## config.mk

```make
export PLATFORM = sky130hd
export DESIGN_NAME = bic_regs
export DESIGN_NICKNAME = d
export VERILOG_FILES = /design/src/bic_pkg.sv /design/src/bic_err_report.sv /design/src/bic_regs.sv
export SDC_FILE = /design/constraint.sdc
export NUM_CORES = 1
export LEC_CHECK = 0
export ABC_CLOCK_PERIOD_IN_PS = 950
export BUFFER_PORTS_ARGS = -buffer_cell sky130_fd_sc_hd__buf_2
export CAP_MARGIN = 30
export CORE_MARGIN = 2
export CORE_UTILIZATION = 42
export CTS_BUF_LIST = sky130_fd_sc_hd__clkbuf_8
export CTS_CLUSTER_DIAMETER = 40
export CTS_CLUSTER_SIZE = 12
export DETAILED_ROUTE_END_ITERATION = 8
export MAX_ROUTING_LAYER = met4
export PLACE_DENSITY = 0.87
export SLEW_MARGIN = 15
export SYNTH_ARGS = -nofsm -noshare
export SYNTH_HDL_FRONTEND = slang
export SYNTH_SLANG_ARGS = --single-unit
```

## constraint.sdc

```tcl
create_clock -name clk -period 0.95 [get_ports clk]
set_input_delay 0.095 -clock clk [delete_from_list [all_inputs] [get_ports clk]]
set_output_delay 0.095 -clock clk [all_outputs]
set_load 0.01 [all_outputs]
```

## src/bic_pkg.sv

```systemverilog
// Package with offsets, field positions, reset values and carrier types of the bridge registers.
package bic_pkg;

    // ------------------------------------------------------------------
    // Register offsets and sizes
    // ------------------------------------------------------------------
    localparam logic [7:0]  OFF_DEVICE_ID    = 8'h02;
    localparam logic [7:0]  OFF_COMMAND      = 8'h04;
    localparam logic [7:0]  OFF_STATUS       = 8'h06;
    localparam int          REG_WIDTH        = 16;

    // ------------------------------------------------------------------
    // Identifier fields (values arbitrary, not any real part)
    // ------------------------------------------------------------------
    localparam logic [7:0]  DEVICE_ID_UPPER  = 8'h5a;
    localparam logic [3:0]  DEVICE_ID_MID    = 4'h3;
    localparam logic [3:0]  DEVICE_ID_LOW    = 4'hc;

    // ------------------------------------------------------------------
    // Command and status bit positions
    // ------------------------------------------------------------------
    localparam int          CMD_IRQ_DISABLE  = 10;
    localparam int          CMD_FAST_B2B     = 9;
    localparam int          CMD_SERR_ENABLE  = 8;
    localparam int          CMD_PARITY_RESP  = 6;
    localparam int          STS_SIG_SERR     = 14;
    localparam int          STS_MASTER_PERR  = 8;
    localparam logic [15:0] COMMAND_RESET    = 16'h0000;
    localparam logic [15:0] COMMAND_WR_MASK  = 16'h0547;

    // ------------------------------------------------------------------
    // Carrier types
    // ------------------------------------------------------------------
    typedef struct packed {
        logic        write;
        logic        read;
        logic [7:0]  offset;
        logic [1:0]  byte_en;
        logic [15:0] wdata;
    } bic_cfg_req_t;

    typedef struct packed {
        logic fatal;
        logic nonfatal;
        logic dctl_fatal_en;
        logic dctl_nonfatal_en;
        logic primary_side;
    } bic_err_t;

endpackage

```

## src/bic_err_report.sv

```systemverilog
// Error reporting path: system-error message decision and signaled-error flag.
`timescale 1ns/1ns
module bic_err_report (
    input  wire logic             clk,
    input  wire logic             reset,
    input  wire bic_pkg::bic_err_t err,
    input  wire logic             serr_enable,
    input  wire logic             clear_sig,
    output logic                  serr_msg,
    output logic                  sig_serr
);

    logic by_cmd;
    logic by_dctl;

    assign by_cmd  = serr_enable & err.primary_side & (err.fatal | err.nonfatal);
    assign by_dctl = (err.fatal & err.dctl_fatal_en) | (err.nonfatal & err.dctl_nonfatal_en);

    // Registered message strobe toward the upstream hub.
    always_ff @(posedge clk or posedge reset) begin
        if (reset) begin
            serr_msg <= 1'b0;
        end else begin
            serr_msg <= by_cmd | by_dctl;
        end
    end

    // record and clear; a new event wins over the clear.
    always_ff @(posedge clk or posedge reset) begin
        if (reset) begin
            sig_serr <= 1'b0;
        end else if (by_cmd) begin
            sig_serr <= 1'b1;
        end else if (clear_sig) begin
            sig_serr <= 1'b0;
        end
    end

endmodule

```

## src/bic_regs.sv

```systemverilog
// Identifier and command registers of the virtual bridge, with interrupt and error gating.
//
// Behaviour
// - Read-only 16-bit device identifier built from fields 15:8, 7:4, 3:0.
// - Legacy interrupt assert messages allowed only while command bit 10 is clear.
// - Setting bit 10 deasserts any currently asserted emulated interrupt.
// - Bit 10 gates only own interrupts; forwarded MSIs and INTx pass untouched.
// - Fast back-to-back bit 9 always reads zero, writes ignored.
// - Bit 8 set: send system-error message for primary-side fatal/non-fatal errors.
// - Report if command bit or device-control enables allow it.
// - Command-enabled system-error messages are recorded in the status register.
// - Bit 6 clear: master data parity error status can never set.
// - Signaled system-error status bit sets on such messages, write-one clears.
`timescale 1ns/1ns
module bic_regs (
    input  wire logic                 clk,
    input  wire logic                 reset,
    input  wire bic_pkg::bic_cfg_req_t cfg,
    output logic [15:0]               cfg_rdata,
    output logic                      cfg_rvalid,
    input  wire logic                 own_irq_req,
    output logic                      own_irq_assert,
    output logic                      own_irq_msg,
    input  wire logic                 fwd_irq_in,
    output logic                      fwd_irq_out,
    input  wire bic_pkg::bic_err_t    err,
    input  wire logic                 master_perr_event,
    output logic                      serr_msg,
    output logic [15:0]               command_out
);

    // ------------------------------------------------------------------
    // Byte-lane write helper
    // ------------------------------------------------------------------
    function automatic logic [15:0] lane_merge(input logic [15:0] old_v,
                                               input logic [15:0] new_v,
                                               input logic [1:0]  be,
                                               input logic [15:0] mask);
        logic [15:0] lanes;
        lanes = {{8{be[1]}}, {8{be[0]}}} & mask;
        return (old_v & ~lanes) | (new_v & lanes);
    endfunction

    // ------------------------------------------------------------------
    // Registers
    // ------------------------------------------------------------------
    logic [15:0] command;
    logic        master_perr;
    logic        sig_serr;
    logic        wr_cmd;
    logic        wr_sts;
    logic [15:0] ident;
    logic [15:0] status;
    logic        irq_was_on;

    assign wr_cmd = cfg.write && cfg.offset == bic_pkg::OFF_COMMAND;
    assign wr_sts = cfg.write && cfg.offset == bic_pkg::OFF_STATUS;

    assign ident = {bic_pkg::DEVICE_ID_UPPER, bic_pkg::DEVICE_ID_MID, bic_pkg::DEVICE_ID_LOW};

    // Command register; only bits 10, 8, 6 and 2:0 hold state.
    // write mask
    always_ff @(posedge clk or posedge reset) begin
        if (reset) begin
            command <= bic_pkg::COMMAND_RESET;
        end else if (wr_cmd) begin
            command <= lane_merge(command, cfg.wdata, cfg.byte_en, bic_pkg::COMMAND_WR_MASK);
        end
    end
    assign command_out = command;

    // Master data parity error flag; set wins over write-one clear.
    // parity gating
    always_ff @(posedge clk or posedge reset) begin
        if (reset) begin
            master_perr <= 1'b0;
        end else if (master_perr_event && command[bic_pkg::CMD_PARITY_RESP]) begin
            master_perr <= 1'b1;
        end else if (wr_sts && cfg.byte_en[1] && cfg.wdata[bic_pkg::STS_MASTER_PERR]) begin
            master_perr <= 1'b0;
        end
    end

    // Error reporting path.
    bic_err_report u_err (
        .clk         (clk),
        .reset       (reset),
        .err         (err),
        .serr_enable (command[bic_pkg::CMD_SERR_ENABLE]),
        .clear_sig   (wr_sts && cfg.byte_en[1] && cfg.wdata[bic_pkg::STS_SIG_SERR]),
        .serr_msg    (serr_msg),
        .sig_serr    (sig_serr)
    );

    assign status = {1'b0, sig_serr, 5'h00, master_perr, 8'h00};

    // ------------------------------------------------------------------
    // Interrupt gating
    // ------------------------------------------------------------------
    // level drops one cycle after the disable bit is set.
    always_ff @(posedge clk or posedge reset) begin
        if (reset) begin
            own_irq_assert <= 1'b0;
        end else begin
            own_irq_assert <= own_irq_req & ~command[bic_pkg::CMD_IRQ_DISABLE];
        end
    end

    // Remember previous level to emit assert and deassert messages on changes.
    always_ff @(posedge clk or posedge reset) begin
        if (reset) begin
            irq_was_on <= 1'b0;
        end else begin
            irq_was_on <= own_irq_assert;
        end
    end
    assign own_irq_msg = own_irq_assert ^ irq_was_on;

    always_ff @(posedge clk or posedge reset) begin
        if (reset) begin
            fwd_irq_out <= 1'b0;
        end else begin
            fwd_irq_out <= fwd_irq_in;
        end
    end

    // ------------------------------------------------------------------
    // Read path, one cycle latency, unmapped offsets read zero
    // ------------------------------------------------------------------
    // fixed values returned
    always_ff @(posedge clk or posedge reset) begin
        if (reset) begin
            cfg_rdata  <= 16'h0000;
            cfg_rvalid <= 1'b0;
        end else begin
            cfg_rvalid <= cfg.read;
            if (cfg.read) begin
                case (cfg.offset)
                    bic_pkg::OFF_DEVICE_ID: cfg_rdata <= ident;
                    bic_pkg::OFF_COMMAND:   cfg_rdata <= command;
                    bic_pkg::OFF_STATUS:    cfg_rdata <= status;
                    default:                cfg_rdata <= 16'h0000;
                endcase
            end
        end
    end

endmodule

```

=== Word-level counts from Yosys, hierarchy flattened ===
Cells that the tools add are included.

* Equality and inequality tests: 3
* Bitwise operators: 14
* Reduce and logical (&&, ||, !) cells: 8
* Multiplexer cells: 5

{| class="wikitable"
|+ Operator list
! kind !! count
|-
| $pmux W16 S3 || 1
|-
| $and A16 B11 Y16 || 1
|-
| $and A16 B16 Y16 || 1
|-
| $eq A8 B3 Y1 const B || 2
|-
| $not A11 Y16 || 1
|-
| $or A16 B16 Y16 || 1
|-
| $eq A8 B2 Y1 const B || 1
|-
| $logic_and A1 B1 Y1 || 6
|-
| $and A1 B1 Y1 || 5
|-
| $mux W1 || 4
|-
| $reduce_bool A2 Y1 || 2
|-
| $or A1 B1 Y1 || 3
|-
| $not A1 Y1 || 1
|-
| $xor A1 B1 Y1 || 1
|}

* Word-level logic and storage cells: 39
* Output and inout bits: 37
* Register bits after elaboration: 39

=== Longest topological paths before layout ===
Gate-level depths: netlist of the first run.

* Depth after elaboration: 6
* Depth in mapped cells: 3
* Depth with buffers taken out: 3

=== Cells and area by module ===
Synthesis of the first run repeated with hierarchy kept, for this count alone.

* Cells, all modules: 97
* Area total of the unflattened synthesis: 1046.0 µm²

{| class="wikitable"
|+ Modules (own cells, without submodules)
! module !! seq. area each (µm²) !! area each (µm²) !! cells an instance !! times used
|-
| bic_regs || 475.5 || 959.7 || 89 || 1
|-
| bic_err_report || 50.0 || 86.3 || 8 || 1
|}

=== Worst setup path before layout of the first run ===
No wires, ideal clock.

* Path kind: input to register
* Start: in cfg[21] (netlist bit)
* End: reg with a tool-made name
* Arrival time: 1.072 ns
* Path slack: -0.246 ns
* Cell stages on the path: 3
* Setup time: 0.125 ns
* Path buffers: 0
* Required time: 0.825 ns
* Cell sequence: nor4_4 -> and4_4 -> mux2_2

{| class="wikitable"
|+ RTL lines
! item !! line !! RTL
|-
| start: declaration || bic_regs.sv:18 || <nowiki>input wire bic_pkg::bic_cfg_req_t cfg,</nowiki>
|}

=== Worst setup path after layout of the first run ===
* Start: reg own_irq_assert
* End: out own_irq_msg

* Longest elaborated chain between the ends: 1

{| class="wikitable"
|+ RTL lines
! item !! line !! RTL
|-
| start: declaration || bic_regs.sv:22 || <nowiki>output logic own_irq_assert,</nowiki>
|-
| start signal: assignment || bic_regs.sv:105 || <nowiki>own_irq_assert <= own_irq_req & ~command[bic_pkg::CMD_IRQ_DISABLE];</nowiki>
|-
| $xor A1 B1 Y1 || bic_regs.sv:117 || <nowiki>assign own_irq_msg = own_irq_assert ^ irq_was_on;</nowiki>
|-
| end: declaration || bic_regs.sv:23 || <nowiki>output logic own_irq_msg,</nowiki>
|}

No other way between the ends.

==> results.json, run 1 <==
{
  "status": "finished, violations left",
  "violations": "setup timing",
  "cts_tree": "yes",
  "htreeDepth": 1,
  "clkTransAtPathRegs_ns": 0.08,
  "stdcell_count": 186,
  "crit_fanout": 3,
  "clockBufferDepth": 2,
  "dp_hpwl_microns": 1781,
  "max_cap_violations": 0,
  "yosysWarnings": 0,
  "synthFlopType": "dfrtp_1",
  "nets": 195,
  "placed_cells": 178,
  "io_pins": 75,
  "rows": 18,
  "syn_area_sq_um": 1047,
  "critPathKind": "reg -> out",
  "via_per_inst": 4.887,
  "port_buffers": 52,
  "yosys.area.top_type": "dfrtp_1",
  "start_util": 0.4346,
  "fin_crit_ns": 1.031,
  "holdWs_ns": 0.005802,
  "multiInputGateArea_sq_um": 450.4,
  "hold_viol_final": 0,
  "cts_sinks": 21,
  "die_w_microns": 53.94,
  "crit_path_end_kind": "primary output",
  "gp_congestion": 0.8191,
  "synthArstFlopShare": 1.000,
  "dr.pass1.iters": 4,
  "synth_common_cells": "dfrtp_1, buf_4, inv_1",
  "clockRootBuffer": "clkbuf_8",
  "yosysMostFrequentCell": "dfrtp_1",
  "ir_drop_mv": 0.7718,
  "drc": 0,
  "antenna_found_initial": 0,
  "grt_pass1_vias": 888,
  "synth_edf_count": 0,
  "area_delta_synth_final_pct": 47.31,
  "arrival_ns": 0.94,
  "clock_latency_ns": 0.26,
  "grt_max_degree": 18,
  "postSynthAreaPerCell_sq_um": 10.91,
  "num_antenna_cells": 0,
  "finalSetupViolations": 16,
  "cellLeakagePower_nw": 0.8060,
  "hold_path_class": "in -> reg",
  "grt_use_total": 0.1937,
  "worstPathRequired_ns": 0.85,
  "cp-start-kind": "flip-flop",
  "fillers": 169,
  "timing_max_transition_violations_final": 0,
  "first_iter_violations": 16,
  "grt_first_pass_wirelength_microns": 3836,
  "grt_overflow": 0,
  "rsz0062_at_grt": "yes",
  "fin_crit_sh": 1.085,
  "setup_slack_ns": -0.08121,
  "synth_seq_area_share": 0.5018,
  "dp_slack_ns": -0.3565,
  "dieArea_sq_um": 2909,
  "synth_seq_cells": 21,
  "final.setup_skew_ns": 0.0007545,
  "synthTopCellsByArea": "dfrtp_1, buf_4, mux2_2",
  "power_density_nw_per_um2": 1203,
  "drive_gt1_frac": 0.5385,
  "via_count": 909,
  "syn_inst": 96,
  "core-area_sq_um": 2410,
  "post_drt_wl_per_cell_microns": 13.71,
  "fmax_mhz": 969.7,
  "final_core_util": 0.6402,
  "cts_buffers": 3,
  "wirelength_microns": 2550,
  "seq_area_sq_um": 526.8,
  "synth_top_area_frac": 0.5018,
  "synth_cell_type_count": 27,
  "ant_nets": 0,
  "die_h_microns": 53.94
}
where the power goes:
group	total [mW]	switching, mW	internal [mW]
registers	0.959	0.0251	0.934
clock network	0.585	0.292	0.292
logic	0.313	0.156	0.157
total	1.86	0.473	1.38
logic make-up after synthesis:
family	count (synthesis)	synth area share
buffers and inverters	29	0.1720
and+or+nand+nor	22	0.1386
DFF	21	0.5018
AOI/OAI and AO/OA	15	0.1004
muxes	7	0.07527
xor gates and xnor gates	1	0.008365
other	1	0.003581
per-stage QoR:
stage	power [mW]	cell area (sq um)	setup TNS, ns
final	1.856	1543	-0.4338
after CTS	1.842	1456	-0.1640
after floorplan	1.127	1092	-1.157
after global routing	1.929	1543	-1.111
after detailed placement	1.226	1316	-3.029
after global placement	1.219	1316	-2.638
critical path: stages (launching register included):
cell and delay [ns]:
dfrtp_1 0.40, xor2_1 0.14, buf_2 0.13
path summary, 6_finish.rpt:
path,start,end,slack [ns],depth (start not counted)
worst max-delay path,own_irq_assert,own_irq_msg,-0.08,2
worst min-delay path,cfg[14],u_err.sig_serr,0.006,2
worst max register to register,flip-flop,cfg_rdata[2],-0.03,3
worst min register to register,own_irq_assert,irq_was_on,0.42,0
max in group asynchronous,reset,cfg_rdata[12],0.27,4
min in group asynchronous,reset,own_irq_assert,0.30,3
cells in the final DEF, fill, tap and decap left out, types with 2 or more instances in the layout:
| master | Yosys | layout |
|---|---|---|
| inv_1 | 9 | 9 |
| dlygate4sd3_1 | 0 | 2 |
| nand2_1 | 7 | 7 |
| nor2_1 | 2 | 2 |
| clkbuf_8 | 0 | 3 |
| nor2b_1 | 4 | 3 |
| mux2_2 | 7 | 2 |
| dfrtp_1 | 21 | 20 |
| o22ai_1 | 6 | 5 |
| conb_1 | 1 | 13 |
| buf_4 | 19 | 7 |
| buf_6 | 0 | 12 |
| buf_2 | 0 | 41 |
| mux2_4 | 0 | 5 |
per-layer routing:
layer,up-vias,track usage,wire length (microns)
met5,-,-,0
met4,0,0.1111,57
met3,6,0.03611,202
met2,55,0.3374,1358
met1,428,0.2032,931
li1,420,-,-
final cells by class:
type	instances	area share
inverters	9	0.02190
well taps	30	0.02433
flip-flops and latches	21	0.3414
clock buffers	3	0.02676
clock inverters	1	0.003244
repair buffers	64	0.2903
multi-input cells	58	0.2920
timing repair:
item / CTS / global route
setup endpoints to repair: 16 / 21
setup buffers: 3 / 0
hold buffers: 2 / 0
endpoints found under the hold margin: 6 / 0
gates resized for setup: 13 / 17
pin swaps: 4 / 5
No activity file was read; power rests on OpenSTA's default activity.
==> run 2, diff against run 1 <==
==> constraint.sdc (replaced) <==
create_clock -name clk -period 0.95 [get_ports clk]
set_input_delay 0.095 -clock clk [delete_from_list [all_inputs] [get_ports clk]]
set_output_delay 0.095 -clock clk [all_outputs]
set_load 0.02 [all_outputs]
==> run 2 against run 1 <==
  * The run still ends with setup timing left
  * Flip-flop and latch count unchanged
  * Combinational power rose by 8.9%
  * Critical path depth unchanged
  * Clock skew about the same
  * Maximum frequency down 1.3%
  * Via count rose by 0.33%
  * Clock power about the same
  * Setup slack lost 0.013 ns
  * Die area is the same
  * First-iteration DRC count shrank 44%
  * Highest routed layer unchanged
==> results.json, run 2 (synthesis results as in run 1) <==
{
  "wirelength_microns": 2676,
  "htreeDepth": 1,
  "grt_max_degree": 22,
  "crit_path_end_kind": "primary output",
  "io_pins": 75,
  "critPathTopFamily": "flip-flops",
  "antenna_found_initial": 0,
  "die_w_microns": 53.94,
  "dr.pass1.iters": 4,
  "worst-path-buf-inv": 1,
  "fin_setup_tns_ns": -0.5689,
  "violations": "setup timing",
  "status": "finished, violations left",
  "cpPeakStageDelay_ns": 0.39,
  "drive_gt1_frac": 0.5321,
  "port_buffers": 52,
  "hold_path_class": "in -> reg",
  "path_cells": "xor2_1 -> buf_4",
  "ant_nets": 0,
  "cellLeakagePower_nw": 0.7992,
  "cts_sinks": 21,
  "via_per_inst": 4.903,
  "start_util": 0.4346,
  "clkTransAtPathRegs_ns": 0.07,
  "worstPathRequired_ns": 0.85,
  "max_cap_violations": 0,
  "ff2ff_path_depth": 3,
  "dieArea_sq_um": 2909,
  "clock_latency_ns": 0.26,
  "drc": 0,
  "arrival_ns": 0.95,
  "first_iter_violations": 9,
  "rsz0062_at_grt": "yes",
  "ir_drop_mv": 0.8232,
  "cts_tree": "yes",
  "fin_total_pwr_mw": 1.889,
  "fin_crit_sh": 1.099,
  "crit_cells": 2,
  "nets": 195,
  "fillers": 185,
  "core-area_sq_um": 2410,
  "rows": 18,
  "power_density_nw_per_um2": 1238,
  "finalSetupViolations": 17,
  "hold-path-cell-count": 2,
  "dp_hpwl_microns": 1824,
  "clockRootBuffer": "clkbuf_8",
  "die_h_microns": 53.94,
  "grt_pass1_vias": 913,
  "grt_use_total": 0.1950,
  "area_delta_synth_final_pct": 45.76,
  "crit_fanout": 2,
  "final.setup_skew_ns": 0.001046,
  "cp-start-kind": "flip-flop",
  "clockBufferDepth": 2,
  "num_antenna_cells": 0,
  "cts_buffers": 3,
  "setup_slack_ns": -0.09447,
  "slowest_stage": "dfrtp_1",
  "layout_commonest_cell": "buf_2",
  "grt_first_pass_wirelength_microns": 3801,
  "grt_overflow": 0,
  "hold_viol_final": 0,
  "fmax_mhz": 957.4,
  "post_drt_wl_per_cell_microns": 14.39,
  "via_count": 912,
  "gp_congestion": 0.7649,
  "timing_max_transition_violations_final": 0,
  "fin_crit_ns": 1.044,
  "critPathKind": "reg -> out",
  "layout_common_cells": "buf_2, dfrtp_1, conb_1, buf_6, buf_4"
}
[run 2: repair_timing]
item                                    4_1_cts  5_1_grt
buffers inserted                              3        1
endpoints found under the hold margin        22        0
hold buffers                                  2        0
gates resized for setup                      28       10
endpoints found under the setup margin       18       22
pin swaps                                     5        3
[run 2: worst reg2reg max path: stages, from the launching register on]
cell and delay, ns:
dfrtp_1 0.42, mux2_2 0.29, nand3_2 0.08, o22ai_2 0.06
[run 2: area by class of cell]
type                            instances  area (sq um)  share of cell area
Clock inverter                          1         5.005            0.003279
Timing Repair Buffer                   64         446.7              0.2926
Tap cell                               30         37.54             0.02459
Clock buffer                            3         41.29             0.02705
Multi-Input combinational cell         58         435.4              0.2852
Inverter                                9         33.78             0.02213
Sequential cell                        21         526.8              0.3451
[run 2: path summary, 6_finish.rpt]
path	from	endpoint	slack, ns
setup / recovery	own_irq_assert	own_irq_msg	-0.09
max in group asynchronous	reset	cfg_rdata[12]	0.30
setup reg to reg	flip-flop	cfg_rdata[8]	-0.01
hold / removal	cfg[14]	u_err.sig_serr	0.03
hold reg to reg	own_irq_assert	irq_was_on	0.51
min in group asynchronous	reset	cfg_rdata[2]	0.42
[run 2: per-layer routing]
metal	wire length, microns	part of all wire	track usage
met5	0	0	-
met3	159	0.059	0.01667
met2	1509	0.56	0.3740
met1	933	0.35	0.1702
met4	74	0.028	0.1538
[run 2: report_power, final]
| part | total, mW | leakage [nW] | internal [mW] | switching (mW) |
|---|---|---|---|---|
| Sequential | 0.960 | 0.278 | 0.934 | 0.0256 |
| Combinational | 0.341 | 0.496 | 0.147 | 0.194 |
| Clock | 0.588 | 0.0255 | 0.293 | 0.296 |
| Total | 1.89 | 0.799 | 1.37 | 0.515 |
[run 2: metrics by stage]
step	utilization	std cells	worst slack (ns)	hold WS [ns]	cell area, sq um
after floorplan	-	108	-0.2456	0.07146	1094
final	0.6334	186	-0.09447	0.02881	1526
after detailed placement	0.5353	176	-0.3896	0.1364	1290
after global routing	0.6334	186	-0.1438	0.03592	1526
after global placement	0.5353	176	-0.3485	0.1267	1290
after CTS	0.6142	185	-0.1107	0.01243	1480
